$ cat config.mk
export PLATFORM = sky130hd
export DESIGN_NAME = phy_pin_strap_mux
export DESIGN_NICKNAME = d
export VERILOG_FILES = /design/src/inc/phy_strap_pkg.sv /design/src/hw/pin_sync.sv /design/src/hw/rx_err_counter.sv /design/src/hw/phy_pin_strap_mux.sv
export VERILOG_INCLUDE_DIRS = /design/src /design/src/inc
export SDC_FILE = /design/constraint.sdc
export NUM_CORES = 1
export LEC_CHECK = 0
export BUFFER_PORTS_ARGS = -buffer_cell sky130_fd_sc_hd__buf_2
export CORE_MARGIN = 3
export CORE_UTILIZATION = 54
export CTS_CLUSTER_DIAMETER = 40
export DETAILED_ROUTE_END_ITERATION = 12
export GPL_ROUTABILITY_DRIVEN = 0
export PLACE_DENSITY = 0.87
export SLEW_MARGIN = 20
export SYNTH_ARGS = -nofsm -noshare
export SYNTH_HDL_FRONTEND = slang
export SYNTH_SLANG_ARGS = --single-unit
$ cat constraint.sdc
create_clock -name pclk -period 2.5 [get_ports pclk]
set_clock_uncertainty 0.15 [all_clocks]
set_input_delay 0.5 -clock pclk [delete_from_list [all_inputs] [get_ports pclk]]
set_output_delay 0.5 -clock pclk [all_outputs]
set_load 0.05 [all_outputs]
$ cat src/inc/phy_strap_regs.svh
// register indices, field positions, reset values and timing counts
`ifndef PHY_STRAP_REGS_SVH
`define PHY_STRAP_REGS_SVH

// register indices; byte address is four times the index
`define REG_CTRL_IDX      5'h00
`define REG_ID2_IDX       5'h03
`define REG_ADV_IDX       5'h04
`define REG_PHYCTL_IDX    5'h14
`define REG_RXERR_IDX     5'h15
`define REG_STRAP_IDX     5'h1b
`define REG_INT_IDX       5'h1f

// field positions
`define CTRL_DUPLEX_BIT   8
`define CTRL_ISO_BIT      10
`define ADV_ASYM_BIT      11
`define PHYCTL_PRE100_BIT 7
`define PHYCTL_PRE10_BIT  6
`define INT_POL_BIT       9
`define INT_EN_LSB        4

// reset values
`define CTRL_RST          16'h0000
`define ADV_RST           16'h01e1
`define PHYCTL_RST        16'h0000
`define ID2_MODEL_RST     12'h5a0

// strap settle: pin synchroniser depth before capture
`define STRAP_SETTLE      2'h2

// reference clock rates per interface mode, in Hz
`define REF_MII_HZ        25000000
`define REF_RMII_HZ       50000000
`define REF_SMII_HZ       125000000

`endif

$ cat src/inc/phy_strap_pkg.sv
// types shared by the pin strap and mux block
package phy_strap_pkg;

  typedef enum logic [2:0] {
    MODE_MII      = 3'b000,
    MODE_RMII     = 3'b001,
    MODE_SMII     = 3'b010,
    MODE_RSVD3    = 3'b011,
    MODE_MII_PRE  = 3'b100,
    MODE_RMII_B2B = 3'b101,
    MODE_MII_B2B  = 3'b110,
    MODE_RSVD7    = 3'b111
  } mode_t;

  typedef enum logic [1:0] {
    REF_25M  = 2'b00,
    REF_50M  = 2'b01,
    REF_125M = 2'b10
  } ref_sel_t;

  typedef struct packed {
    logic [4:0] phy_station_address;
    mode_t      interface_config;
    logic       duplex_full;
    logic       isolate;
  } strap_t;

  // receive side from the phy core toward the mac pins
  typedef struct packed {
    logic [3:0] rxd;
    logic       rx_dv;
    logic       rx_er;
    logic       sym_err;
    logic       crs;
    logic       col;
    logic       smii_rx;
    logic       tx_clk;
  } rx_core_t;

  // transmit side from the mac pins toward the phy core
  typedef struct packed {
    logic       tx_en;
    logic [3:0] txd;
    logic       tx_clk_in;
    logic       smii_sync;
    logic       mdio_bit;
    logic       mdio_stb;
  } tx_core_t;

endpackage

$ cat src/hw/pin_sync.sv
// two flip-flop synchroniser, one stage pair per bit
`timescale 1ns/1ps
module pin_sync #(
  parameter int W = 1
) (
  input  wire logic         pclk,    // system clock
  input  wire logic         presetn, // async reset, active low
  input  wire logic [W-1:0] d_in,    // asynchronous inputs
  output logic      [W-1:0] q_out    // synchronised outputs
);
  logic [W-1:0] meta_r;

  genvar g;
  generate
    for (g = 0; g < W; g++) begin : g_bit
      always_ff @(posedge pclk or negedge presetn) begin
        if (!presetn) begin
          meta_r[g] <= 1'b0;
          q_out[g]  <= 1'b0;
        end else begin
          meta_r[g] <= d_in[g];
          q_out[g]  <= meta_r[g];
        end
      end
    end
  endgenerate
endmodule

$ cat src/hw/rx_err_counter.sv
// saturating receive error counter, cleared when read
`timescale 1ns/1ps
module rx_err_counter #(
  parameter int W = 16
) (
  input  wire logic         pclk,    // system clock
  input  wire logic         presetn, // async reset, active low
  input  wire logic         inc,     // one error event
  input  wire logic         clr,     // read strobe, clears
  output logic      [W-1:0] count    // current count
);
  logic [W-1:0] cnt_nxt;

  // an error in the clearing cycle is kept as a count of one
  always_comb begin
    cnt_nxt = count;
    if (clr) begin
      cnt_nxt = inc ? W'(1) : '0;
    end else if (inc && (count != {W{1'b1}})) begin
      cnt_nxt = count + W'(1);
    end
  end

  always_ff @(posedge pclk or negedge presetn) begin
    if (!presetn) begin
      count <= '0;
    end else begin
      count <= cnt_nxt;
    end
  end
endmodule

$ cat src/hw/phy_pin_strap_mux.sv
// mac-side strap capture, pin mux and register file of a 10/100 phy
// Functional notes
// - Latch receive data pins 3,2,1 as address bits 0,1,2 at reset.
// - Latch receive data bit 0 pin into control register duplex bit 8.
// - Latch receive-data-valid pin as interface configuration bit 2.
// - Latch receive-error pin as the isolate setting.
// - In RMII, data-valid pin carries combined carrier sense and data valid.
// - Interrupt polarity from register 1Fh bit 9, default active low.
// - Software picks interrupt sources and reads status in register 1Fh.
// - Transmit clock pin is output in MII, input in MII back-to-back.
// - Reference clock is 25, 50 or 125 MHz by mode; crystal only MII.
// - Management data is sampled on management clock rising edges.
// - Register 14h: bit 7 preamble restore 100, bit 6 preamble restore 10.
// - Configuration strap 100 means MII with 100 Mbps preamble restore.
// - Advertisement register 4h bit 11 is asymmetric pause.
// - Symbol errors count as receive errors on pin and in register 15h.
// - Duplex strap never changes advertisement bits 8 and 6.
// - Identifier register 3h bits 3:0 report silicon revision.
// - Strap pins are inputs during reset, outputs afterwards; isolate keeps all undriven, RMII drives rxd 1:0, dv and er, SMII only rxd 0.
// - Strap 000 MII, 001 RMII, 010 SMII, 101 RMII b2b, 110 MII b2b.
// - Address bits 4 and 3 forced to zero.
// - Duplex strap high selects half duplex, low selects full.
`timescale 1ns/1ps
`include "phy_strap_regs.svh"
module phy_pin_strap_mux #(
  parameter logic [3:0] SILICON_REV = 4'h1, // arbitrary revision value
  parameter int         INT_SRC     = 4     // interrupt sources
) (
  input  wire logic                  pclk,             // 125 MHz clock
  input  wire logic                  presetn,          // async reset, low
  input  wire logic                  psel,             // apb select
  input  wire logic                  penable,          // apb enable
  input  wire logic                  pwrite,           // apb direction
  input  wire logic [7:0]            paddr,            // apb byte address
  input  wire logic [31:0]           pwdata,           // apb write data
  output logic      [31:0]           prdata,           // apb read data
  output logic                       pready,           // apb ready
  output logic                       pslverr,          // apb error
  input  wire logic [3:0]            rxd_i,            // rxd pins in
  output logic      [3:0]            rxd_o,            // rxd pins out
  output logic      [3:0]            rxd_oe,           // rxd pins enable
  input  wire logic                  rxdv_i,           // dv pin in
  output logic                       rxdv_o,           // dv pin out
  output logic                       rxdv_oe,          // dv pin enable
  input  wire logic                  rxer_i,           // error pin in
  output logic                       rxer_o,           // error pin out
  output logic                       rxer_oe,          // error pin enable
  input  wire logic                  col_i,            // col pin in
  output logic                       col_o,            // col pin out
  output logic                       col_oe,           // col pin enable
  input  wire logic                  crs_i,            // crs pin in
  output logic                       crs_o,            // crs pin out
  output logic                       crs_oe,           // crs pin enable
  input  wire logic                  transmit_clock_pin_i,  // tx clock in
  output logic                       transmit_clock_pin_o,  // tx clock out
  output logic                       transmit_clock_pin_oe, // tx clock en
  input  wire logic                  txen_i,           // tx enable pin
  input  wire logic [3:0]            txd_i,            // tx data pins
  input  wire logic                  mdc_i,            // management clock
  input  wire logic                  mdio_i,           // management data in
  output logic                       mdio_o,           // management data out
  output logic                       mdio_oe,          // management data en
  output logic                       interrupt_output, // interrupt pin
  input  wire phy_strap_pkg::rx_core_t rx_core,        // core receive side
  input  wire logic                  mdio_drv,         // core drives mdio
  input  wire logic                  mdio_bit_out,     // core mdio bit
  input  wire logic [INT_SRC-1:0]    int_evt,          // core event pulses
  output phy_strap_pkg::tx_core_t    tx_core,          // to core, registered
  output phy_strap_pkg::strap_t      strap,            // latched straps
  output phy_strap_pkg::ref_sel_t    ref_sel,          // ref clock rate
  output logic                       crystal_input_allowed, // crystal ok
  output logic                       straps_valid      // capture done
);
  localparam int NSYNC = 16;

  // pin synchronisers
  logic [NSYNC-1:0] pin_raw;
  logic [NSYNC-1:0] pin_s;
  assign pin_raw = {mdio_i, mdc_i, txd_i, txen_i, transmit_clock_pin_i,
                    crs_i, col_i, rxer_i, rxdv_i, rxd_i};

  pin_sync #(.W(NSYNC)) u_sync (
    .pclk    (pclk),
    .presetn (presetn),
    .d_in    (pin_raw),
    .q_out   (pin_s)
  );

  logic [3:0] s_rxd;
  logic       s_rxdv, s_rxer, s_col, s_crs, s_txc, s_txen, s_mdc, s_mdio;
  logic [3:0] s_txd;
  assign s_rxd  = pin_s[3:0];
  assign s_rxdv = pin_s[4];
  assign s_rxer = pin_s[5];
  assign s_col  = pin_s[6];
  assign s_crs  = pin_s[7];
  assign s_txc  = pin_s[8];
  assign s_txen = pin_s[9];
  assign s_txd  = pin_s[13:10];
  assign s_mdc  = pin_s[14];
  assign s_mdio = pin_s[15];

  // strap capture: wait for the synchronisers to hold real pin levels
  logic [1:0]            settle_r, settle_nxt;
  logic                  done_r, done_nxt;
  phy_strap_pkg::strap_t strap_r, strap_nxt;
  logic                  capture;

  assign capture = !done_r && (settle_r == `STRAP_SETTLE);

  always_comb begin
    settle_nxt = settle_r;
    done_nxt   = done_r;
    strap_nxt  = strap_r;
    if (!done_r && !capture) begin
      settle_nxt = settle_r + 2'h1;
    end
    if (capture) begin
      done_nxt = 1'b1;
      strap_nxt.phy_station_address = {2'b00, s_rxd[1], s_rxd[2], s_rxd[3]};
      strap_nxt.interface_config =
        phy_strap_pkg::mode_t'({s_rxdv, s_crs, s_col});
      strap_nxt.duplex_full = ~s_rxd[0];
      strap_nxt.isolate     = s_rxer;
    end
  end

  always_ff @(posedge pclk or negedge presetn) begin
    if (!presetn) begin
      settle_r <= 2'h0;
      done_r   <= 1'b0;
      strap_r  <= '0;
    end else begin
      settle_r <= settle_nxt;
      done_r   <= done_nxt;
      strap_r  <= strap_nxt;
    end
  end

  assign strap        = strap_r;
  assign straps_valid = done_r;

  // register file over apb
  logic [4:0]         idx;
  logic               wr_acc, rd_setup, mapped;
  logic [15:0]        ctrl_r, ctrl_nxt;
  logic [15:0]        adv_r, adv_nxt;
  logic [15:0]        phyctl_r, phyctl_nxt;
  logic [INT_SRC-1:0] int_en_r, int_en_nxt;
  logic [INT_SRC-1:0] int_sts_r, int_sts_nxt;
  logic               int_pol_r, int_pol_nxt;
  logic [31:0]        rdata_r, rdata_nxt;
  logic [15:0]        rxerr_cnt;
  logic               rxerr_clr, err_lvl, err_q_r;
  logic               int_clr;

  assign idx      = paddr[6:2];
  assign mapped   = (paddr[7] == 1'b0) && (paddr[1:0] == 2'b00) &&
                    (idx == `REG_CTRL_IDX || idx == `REG_ID2_IDX ||
                     idx == `REG_ADV_IDX || idx == `REG_PHYCTL_IDX ||
                     idx == `REG_RXERR_IDX || idx == `REG_STRAP_IDX ||
                     idx == `REG_INT_IDX);
  assign wr_acc   = psel && penable && pwrite && mapped;
  assign rd_setup = psel && !penable && !pwrite && mapped;
  assign pready   = 1'b1;
  assign pslverr  = psel && penable && !mapped;
  assign prdata   = rdata_r;

  // read side effects happen once, at the setup cycle
  assign rxerr_clr = rd_setup && (idx == `REG_RXERR_IDX);
  assign int_clr   = rd_setup && (idx == `REG_INT_IDX);

  // symbol errors are folded into the receive error level
  assign err_lvl = rx_core.rx_er | rx_core.sym_err;

  rx_err_counter #(.W(16)) u_rxerr (
    .pclk    (pclk),
    .presetn (presetn),
    .inc     (err_lvl && !err_q_r),
    .clr     (rxerr_clr),
    .count   (rxerr_cnt)
  );

  always_comb begin
    ctrl_nxt    = ctrl_r;
    adv_nxt     = adv_r;
    phyctl_nxt  = phyctl_r;
    int_en_nxt  = int_en_r;
    int_pol_nxt = int_pol_r;
    rdata_nxt   = rdata_r;
    // set wins over the read clear
    int_sts_nxt = (int_clr ? '0 : int_sts_r) | int_evt;
    if (capture) begin
      ctrl_nxt[`CTRL_DUPLEX_BIT] = ~s_rxd[0];
      ctrl_nxt[`CTRL_ISO_BIT]    = s_rxer;
      phyctl_nxt[`PHYCTL_PRE100_BIT] =
        ({s_rxdv, s_crs, s_col} == phy_strap_pkg::MODE_MII_PRE);
    end else if (wr_acc) begin
      unique case (idx)
        `REG_CTRL_IDX:   ctrl_nxt = pwdata[15:0];
        `REG_ADV_IDX:    adv_nxt = pwdata[15:0];
        `REG_PHYCTL_IDX: phyctl_nxt = pwdata[15:0];
        `REG_INT_IDX: begin
          int_en_nxt  = pwdata[`INT_EN_LSB +: INT_SRC];
          int_pol_nxt = pwdata[`INT_POL_BIT];
        end
        default: ;
      endcase
    end
    if (rd_setup) begin
      rdata_nxt = 32'h0000_0000;
      unique case (idx)
        `REG_CTRL_IDX:   rdata_nxt[15:0] = ctrl_r;
        `REG_ID2_IDX:    rdata_nxt[15:0] = {`ID2_MODEL_RST, SILICON_REV};
        `REG_ADV_IDX:    rdata_nxt[15:0] = adv_r;
        `REG_PHYCTL_IDX: rdata_nxt[15:0] = phyctl_r;
        `REG_RXERR_IDX:  rdata_nxt[15:0] = rxerr_cnt;
        `REG_STRAP_IDX:  rdata_nxt[10:0] = {done_r, strap_r};
        `REG_INT_IDX: begin
          rdata_nxt[INT_SRC-1:0]                = int_sts_r;
          rdata_nxt[`INT_EN_LSB +: INT_SRC]     = int_en_r;
          rdata_nxt[`INT_POL_BIT]               = int_pol_r;
        end
        default: ;
      endcase
    end
  end

  always_ff @(posedge pclk or negedge presetn) begin
    if (!presetn) begin
      ctrl_r    <= `CTRL_RST;
      adv_r     <= `ADV_RST;
      phyctl_r  <= `PHYCTL_RST;
      int_en_r  <= '0;
      int_sts_r <= '0;
      int_pol_r <= 1'b0;
      rdata_r   <= 32'h0000_0000;
      err_q_r   <= 1'b0;
    end else begin
      ctrl_r    <= ctrl_nxt;
      adv_r     <= adv_nxt;
      phyctl_r  <= phyctl_nxt;
      int_en_r  <= int_en_nxt;
      int_sts_r <= int_sts_nxt;
      int_pol_r <= int_pol_nxt;
      rdata_r   <= rdata_nxt;
      err_q_r   <= err_lvl;
    end
  end

  // pin mux; strap pin outputs held undriven until straps are taken, mdio enable follows mdio_drv
  phy_strap_pkg::mode_t mode;
  logic                 drive_ok, is_rmii, is_mii;
  logic [3:0]           rxd_nxt, rxd_oe_nxt;
  logic                 rxdv_nxt, rxer_nxt, col_nxt, crs_nxt, txc_nxt, txc_oe_nxt;
  logic                 dv_oe_nxt, er_oe_nxt, cc_oe_nxt, irq_nxt, mdc_q_r;
  phy_strap_pkg::tx_core_t tx_nxt;

  assign mode     = strap_r.interface_config;
  assign drive_ok = done_r && !ctrl_r[`CTRL_ISO_BIT];
  assign is_rmii  = (mode == phy_strap_pkg::MODE_RMII) ||
                    (mode == phy_strap_pkg::MODE_RMII_B2B);
  assign is_mii   = !is_rmii && (mode != phy_strap_pkg::MODE_SMII);

  always_comb begin
    rxd_nxt    = rx_core.rxd;
    rxdv_nxt   = rx_core.rx_dv;
    rxer_nxt   = err_lvl;
    col_nxt    = rx_core.col;
    crs_nxt    = rx_core.crs;
    txc_nxt    = rx_core.tx_clk;
    rxd_oe_nxt = {4{drive_ok}};
    dv_oe_nxt  = drive_ok;
    er_oe_nxt  = drive_ok;
    cc_oe_nxt  = drive_ok && is_mii;
    txc_oe_nxt = drive_ok && is_mii && (mode != phy_strap_pkg::MODE_MII_B2B);
    if (is_rmii) begin
      rxdv_nxt   = rx_core.crs | rx_core.rx_dv;
      rxd_nxt    = {2'b00, rx_core.rxd[1:0]};
      rxd_oe_nxt = {2'b00, {2{drive_ok}}};
    end else if (!is_mii) begin
      rxd_nxt    = {3'b000, rx_core.smii_rx};
      rxd_oe_nxt = {3'b000, drive_ok};
      dv_oe_nxt  = 1'b0;
      er_oe_nxt  = 1'b0;
    end
    // level choice from the polarity bit: high when set, else low
    irq_nxt = int_pol_r ? |(int_sts_r & int_en_r) : ~|(int_sts_r & int_en_r);
    tx_nxt.tx_en     = s_txen;
    tx_nxt.txd       = s_txd;
    tx_nxt.tx_clk_in = (mode == phy_strap_pkg::MODE_MII_B2B) && s_txc;
    tx_nxt.smii_sync = (mode == phy_strap_pkg::MODE_SMII) && s_txd[1];
    tx_nxt.mdio_bit  = tx_core.mdio_bit;
    tx_nxt.mdio_stb  = s_mdc && !mdc_q_r;
    if (s_mdc && !mdc_q_r) begin
      tx_nxt.mdio_bit = s_mdio;
    end
  end

  always_ff @(posedge pclk or negedge presetn) begin
    if (!presetn) begin
      rxd_o                 <= 4'h0;
      rxd_oe                <= 4'h0;
      rxdv_o                <= 1'b0;
      rxdv_oe               <= 1'b0;
      rxer_o                <= 1'b0;
      rxer_oe               <= 1'b0;
      col_o                 <= 1'b0;
      col_oe                <= 1'b0;
      crs_o                 <= 1'b0;
      crs_oe                <= 1'b0;
      transmit_clock_pin_o  <= 1'b0;
      transmit_clock_pin_oe <= 1'b0;
      interrupt_output      <= 1'b1;
      tx_core               <= '0;
      mdc_q_r               <= 1'b0;
      mdio_o                <= 1'b0;
      mdio_oe               <= 1'b0;
    end else begin
      rxd_o                 <= rxd_nxt;
      rxd_oe                <= rxd_oe_nxt;
      rxdv_o                <= rxdv_nxt;
      rxdv_oe               <= dv_oe_nxt;
      rxer_o                <= rxer_nxt;
      rxer_oe               <= er_oe_nxt;
      col_o                 <= col_nxt;
      col_oe                <= cc_oe_nxt;
      crs_o                 <= crs_nxt;
      crs_oe                <= cc_oe_nxt;
      transmit_clock_pin_o  <= txc_nxt;
      transmit_clock_pin_oe <= txc_oe_nxt;
      interrupt_output      <= irq_nxt;
      tx_core               <= tx_nxt;
      mdc_q_r               <= s_mdc;
      mdio_o                <= mdio_bit_out;
      mdio_oe               <= mdio_drv;
    end
  end

  // reference clock choice follows the latched mode
  always_comb begin
    unique case (mode)
      phy_strap_pkg::MODE_RMII,
      phy_strap_pkg::MODE_RMII_B2B: ref_sel = phy_strap_pkg::REF_50M;
      phy_strap_pkg::MODE_SMII:     ref_sel = phy_strap_pkg::REF_125M;
      default:                      ref_sel = phy_strap_pkg::REF_25M;
    endcase
  end
  assign crystal_input_allowed = is_mii;
endmodule

==> run summary <==
initial antenna violation count: 0
post-DP HPWL: 10.93 mm
Initial Utilization: 56.49%
IO buf count: 120
global-route wire length before repair: 24.85 mm
Worst-Skew Late Latency: 0.42 ns
post-synth top area cell: dfrtp_1
#FFs+latches synth: 159
Worst path max stage delay: 0.43 ns
Die X: 116.7 um
Primary FF master, synth: dfrtp_1
worst endpoint required time: 1.85 ns
Floorplan Core Area: 11710 um^2
final net count: 744
max-cap viol count: 0
critical path class: flip-flop to output port
Final Util: 68.37%
Post-Synthesis Cells: 533
CTS buffer count: 17
Crit. End Element: output port
Rows: 39
clk slew on worst S/H paths: 0.06 ns
peak supply drop: 0.8535 mV
setup tns final: 0 ns
total wire length: 15.60 mm
Final min period: 2.374 ns
Die Height: 116.7 um
P_leak: 0.003928 uW
yosys synthesis warning count: 0
TritonCTS Sinks: 159
largest net degree at the start of global routing: 55
Post-CTS Repair Setup Buffers: 0
crit path max fanout: 8
post-synthesis cell area: 6615 um^2
fin. max-slew vios: 0
Crit path arrival time: 1.72 ns
Vias: 4746
H-tree depth: 4
CTS Buffer Depth: 2
vias in the first global route: 4840
First DRT Iteration DRCs: 487
Die ar.: 13610 um^2
Peak Freq: 421.2 MHz
Yosys top cell area share: 57.88%
Tightest Pin Transition: 0.5478 ns
total global-route track usage: 24.28%
drt drc: 0
clk root buf: clkbuf_16
CP max-delay cell: dfrtp_1
layout cells sized above 1: 36.63%
DRT antenna net count: 0
crit share post-route: 94.97%
non-filler cells, final: 821
critical-path cell list: nor2b_1 > nor2b_1 > buf_4 > nor2_2 > buf_2
Post-synth EDFFs: 0
CTS tree: built
synthesis-to-finish area growth: 21.03%
DR pass1 iterations: 6
asr flop ratio synth: 100.0%
post-cts resize count: 0
dpl cells: 787
Routed WL per cell: 19.00 um
post-synthesis sequential area ratio: 60.26%
worst min-delay path class: input pin to flip-flop
RSZ-0062 raised after global routing: false
main area contributors after synthesis: dfrtp_1 58%, mux2_2 7.1%, mux2i_1 3.5%, buf_4 2.6%, nand2_1 2.4%
endpoints failing hold: 0
grt total ovfl: 0
syn_area_per_cell: 12.41 um^2
CTS Hold Buffers Added: 1
Vias/cell: 5.781
power per cell area: 785.4 nW/um^2
Ports: 156
Slew headroom: 63.10%
Startpoint Class: flip-flop
count of different cell masters after synthesis: 57
final setup fails: 0
outcome: finished clean
Tot Pwr: 6288 uW
Crit path top cell by count: nor2b_1
## synth_stat cells, types with 2 or more instances
cell type  count
a221oi_1      14
or4_1          4
conb_1         2
a31oi_1        5
or2_2          4
a211oi_1       2
a21o_1         6
nand3_1        7
buf_6          4
nand4_1        8
ha_1           2
nand2b_1       3
o211ai_1       7
o22ai_1        5
mux2_4        10
or3_1          4
o21ai_0        9
dfstp_2        6
nor2_1        42
and4_1         2
nand2_1       43
nor3_1         9
buf_2         11
mux2_2        42
xor2_1         8
clkbuf_1       9
nor2b_1        7
and3_1         4
and2_1         4
dfrtp_1      153
inv_1          5
mux2i_1       23
buf_4         23
a21oi_1       23
## worst max-delay path, delay by kind of cell, from the launching register on
kind                   cells  cell delay [ns]
flip-flops                 1             0.43
buffers and inverters      2             0.44
AND/OR/NAND/NOR            3             0.43
## state kept, by name, indices dropped and copies added (netlist names), 4 cells and up
name / cells
phyctl_r: 16
int_sts_r: 4
u_sync.q_out: 16
adv_r: 16
u_rxerr.count: 16
int_en_r: 4
tx_core: 9
rxd_o: 4
prdata: 16
u_sync.meta_r: 16
strap: 5
ctrl_r: 16
## power by group
| part | switching, uW | leakage, uW | internal (uW) | total (uW) |
|---|---|---|---|---|
| Sequential | 109 | 0.00200 | 2710 | 2820 |
| Clock | 1090 | 0.000302 | 1610 | 2700 |
| Combinational | 566 | 0.00162 | 198 | 764 |
## metrics by stage
step / instance area (um^2) / hold slack [ns] / worst slack [ns]
floorplan: 6686 / 0.05441 / 0.08601
global placement: 7372 / 0.1818 / 0.1723
detailed placement: 7372 / 0.1847 / 0.09386
CTS: 8004 / 0.007785 / 0.1075
global route: 8004 / 0.005056 / 0.03868
finish: 8006 / 0.02755 / 0.1257
## final timing paths
kind                                  start               endpoint  slack, ns  cells past startpoint
max in group asynchronous           presetn      u_rxerr.count[14]       1.04                      3
setup / recovery                    mode[1]  crystal_input_allowed       0.13                      5
hold reg to reg            u_sync.meta_r[1]        u_sync.q_out[1]       0.20                      0
setup reg to reg           u_rxerr.count[0]       u_rxerr.count[5]       0.27                      6
min in group asynchronous           presetn      u_sync.meta_r[10]       0.45                      2
hold / removal                     rxd_i[2]       u_sync.meta_r[2]       0.03                      1
## routing by layer
layer	global-route usage, %	vias to the layer above	part of all wire [%]
li1	-	2107	-
met4	12.23	0	3.2
met5	0	-	0
met2	38.87	224	51
met3	6.218	49	8.0
met1	30.82	2366	38
## area by class of cell
cell class / count / area (um^2)
antenna: 1 / 2.502
clock buffer: 18 / 429.2
clock inverter: 14 / 192.7
fill: 792 / 3705
inverter: 5 / 18.77
multi-input combinational: 339 / 2374
sequential: 159 / 3986
tap: 143 / 178.9
timing repair buffer: 142 / 824.5
## logic make-up after synthesis
family	synth area share, %
simple gates	11.88
other cells	0.1135
fa+ha+maj	0.3782
mux	12.90
xor+xnor	1.192
flops	60.26
compound gates	8.360
buf+inv	4.918
## placed cells by master, fill, tap and decap left out, types with 8 or more instances in the layout
master	netlist	routed
nand4_1	8	8
conb_1	2	19
mux2_2	42	42
nand2_1	43	43
o21ai_0	9	9
nor2_1	42	41
mux2_4	10	10
buf_4	23	17
buf_2	11	119
nor3_1	9	9
dfrtp_1	153	153
mux2i_1	23	23
xor2_1	8	8
a221oi_1	14	14
a21oi_1	23	22
clkbuf_16	0	17
No activity file was read; power rests on OpenSTA's default activity.
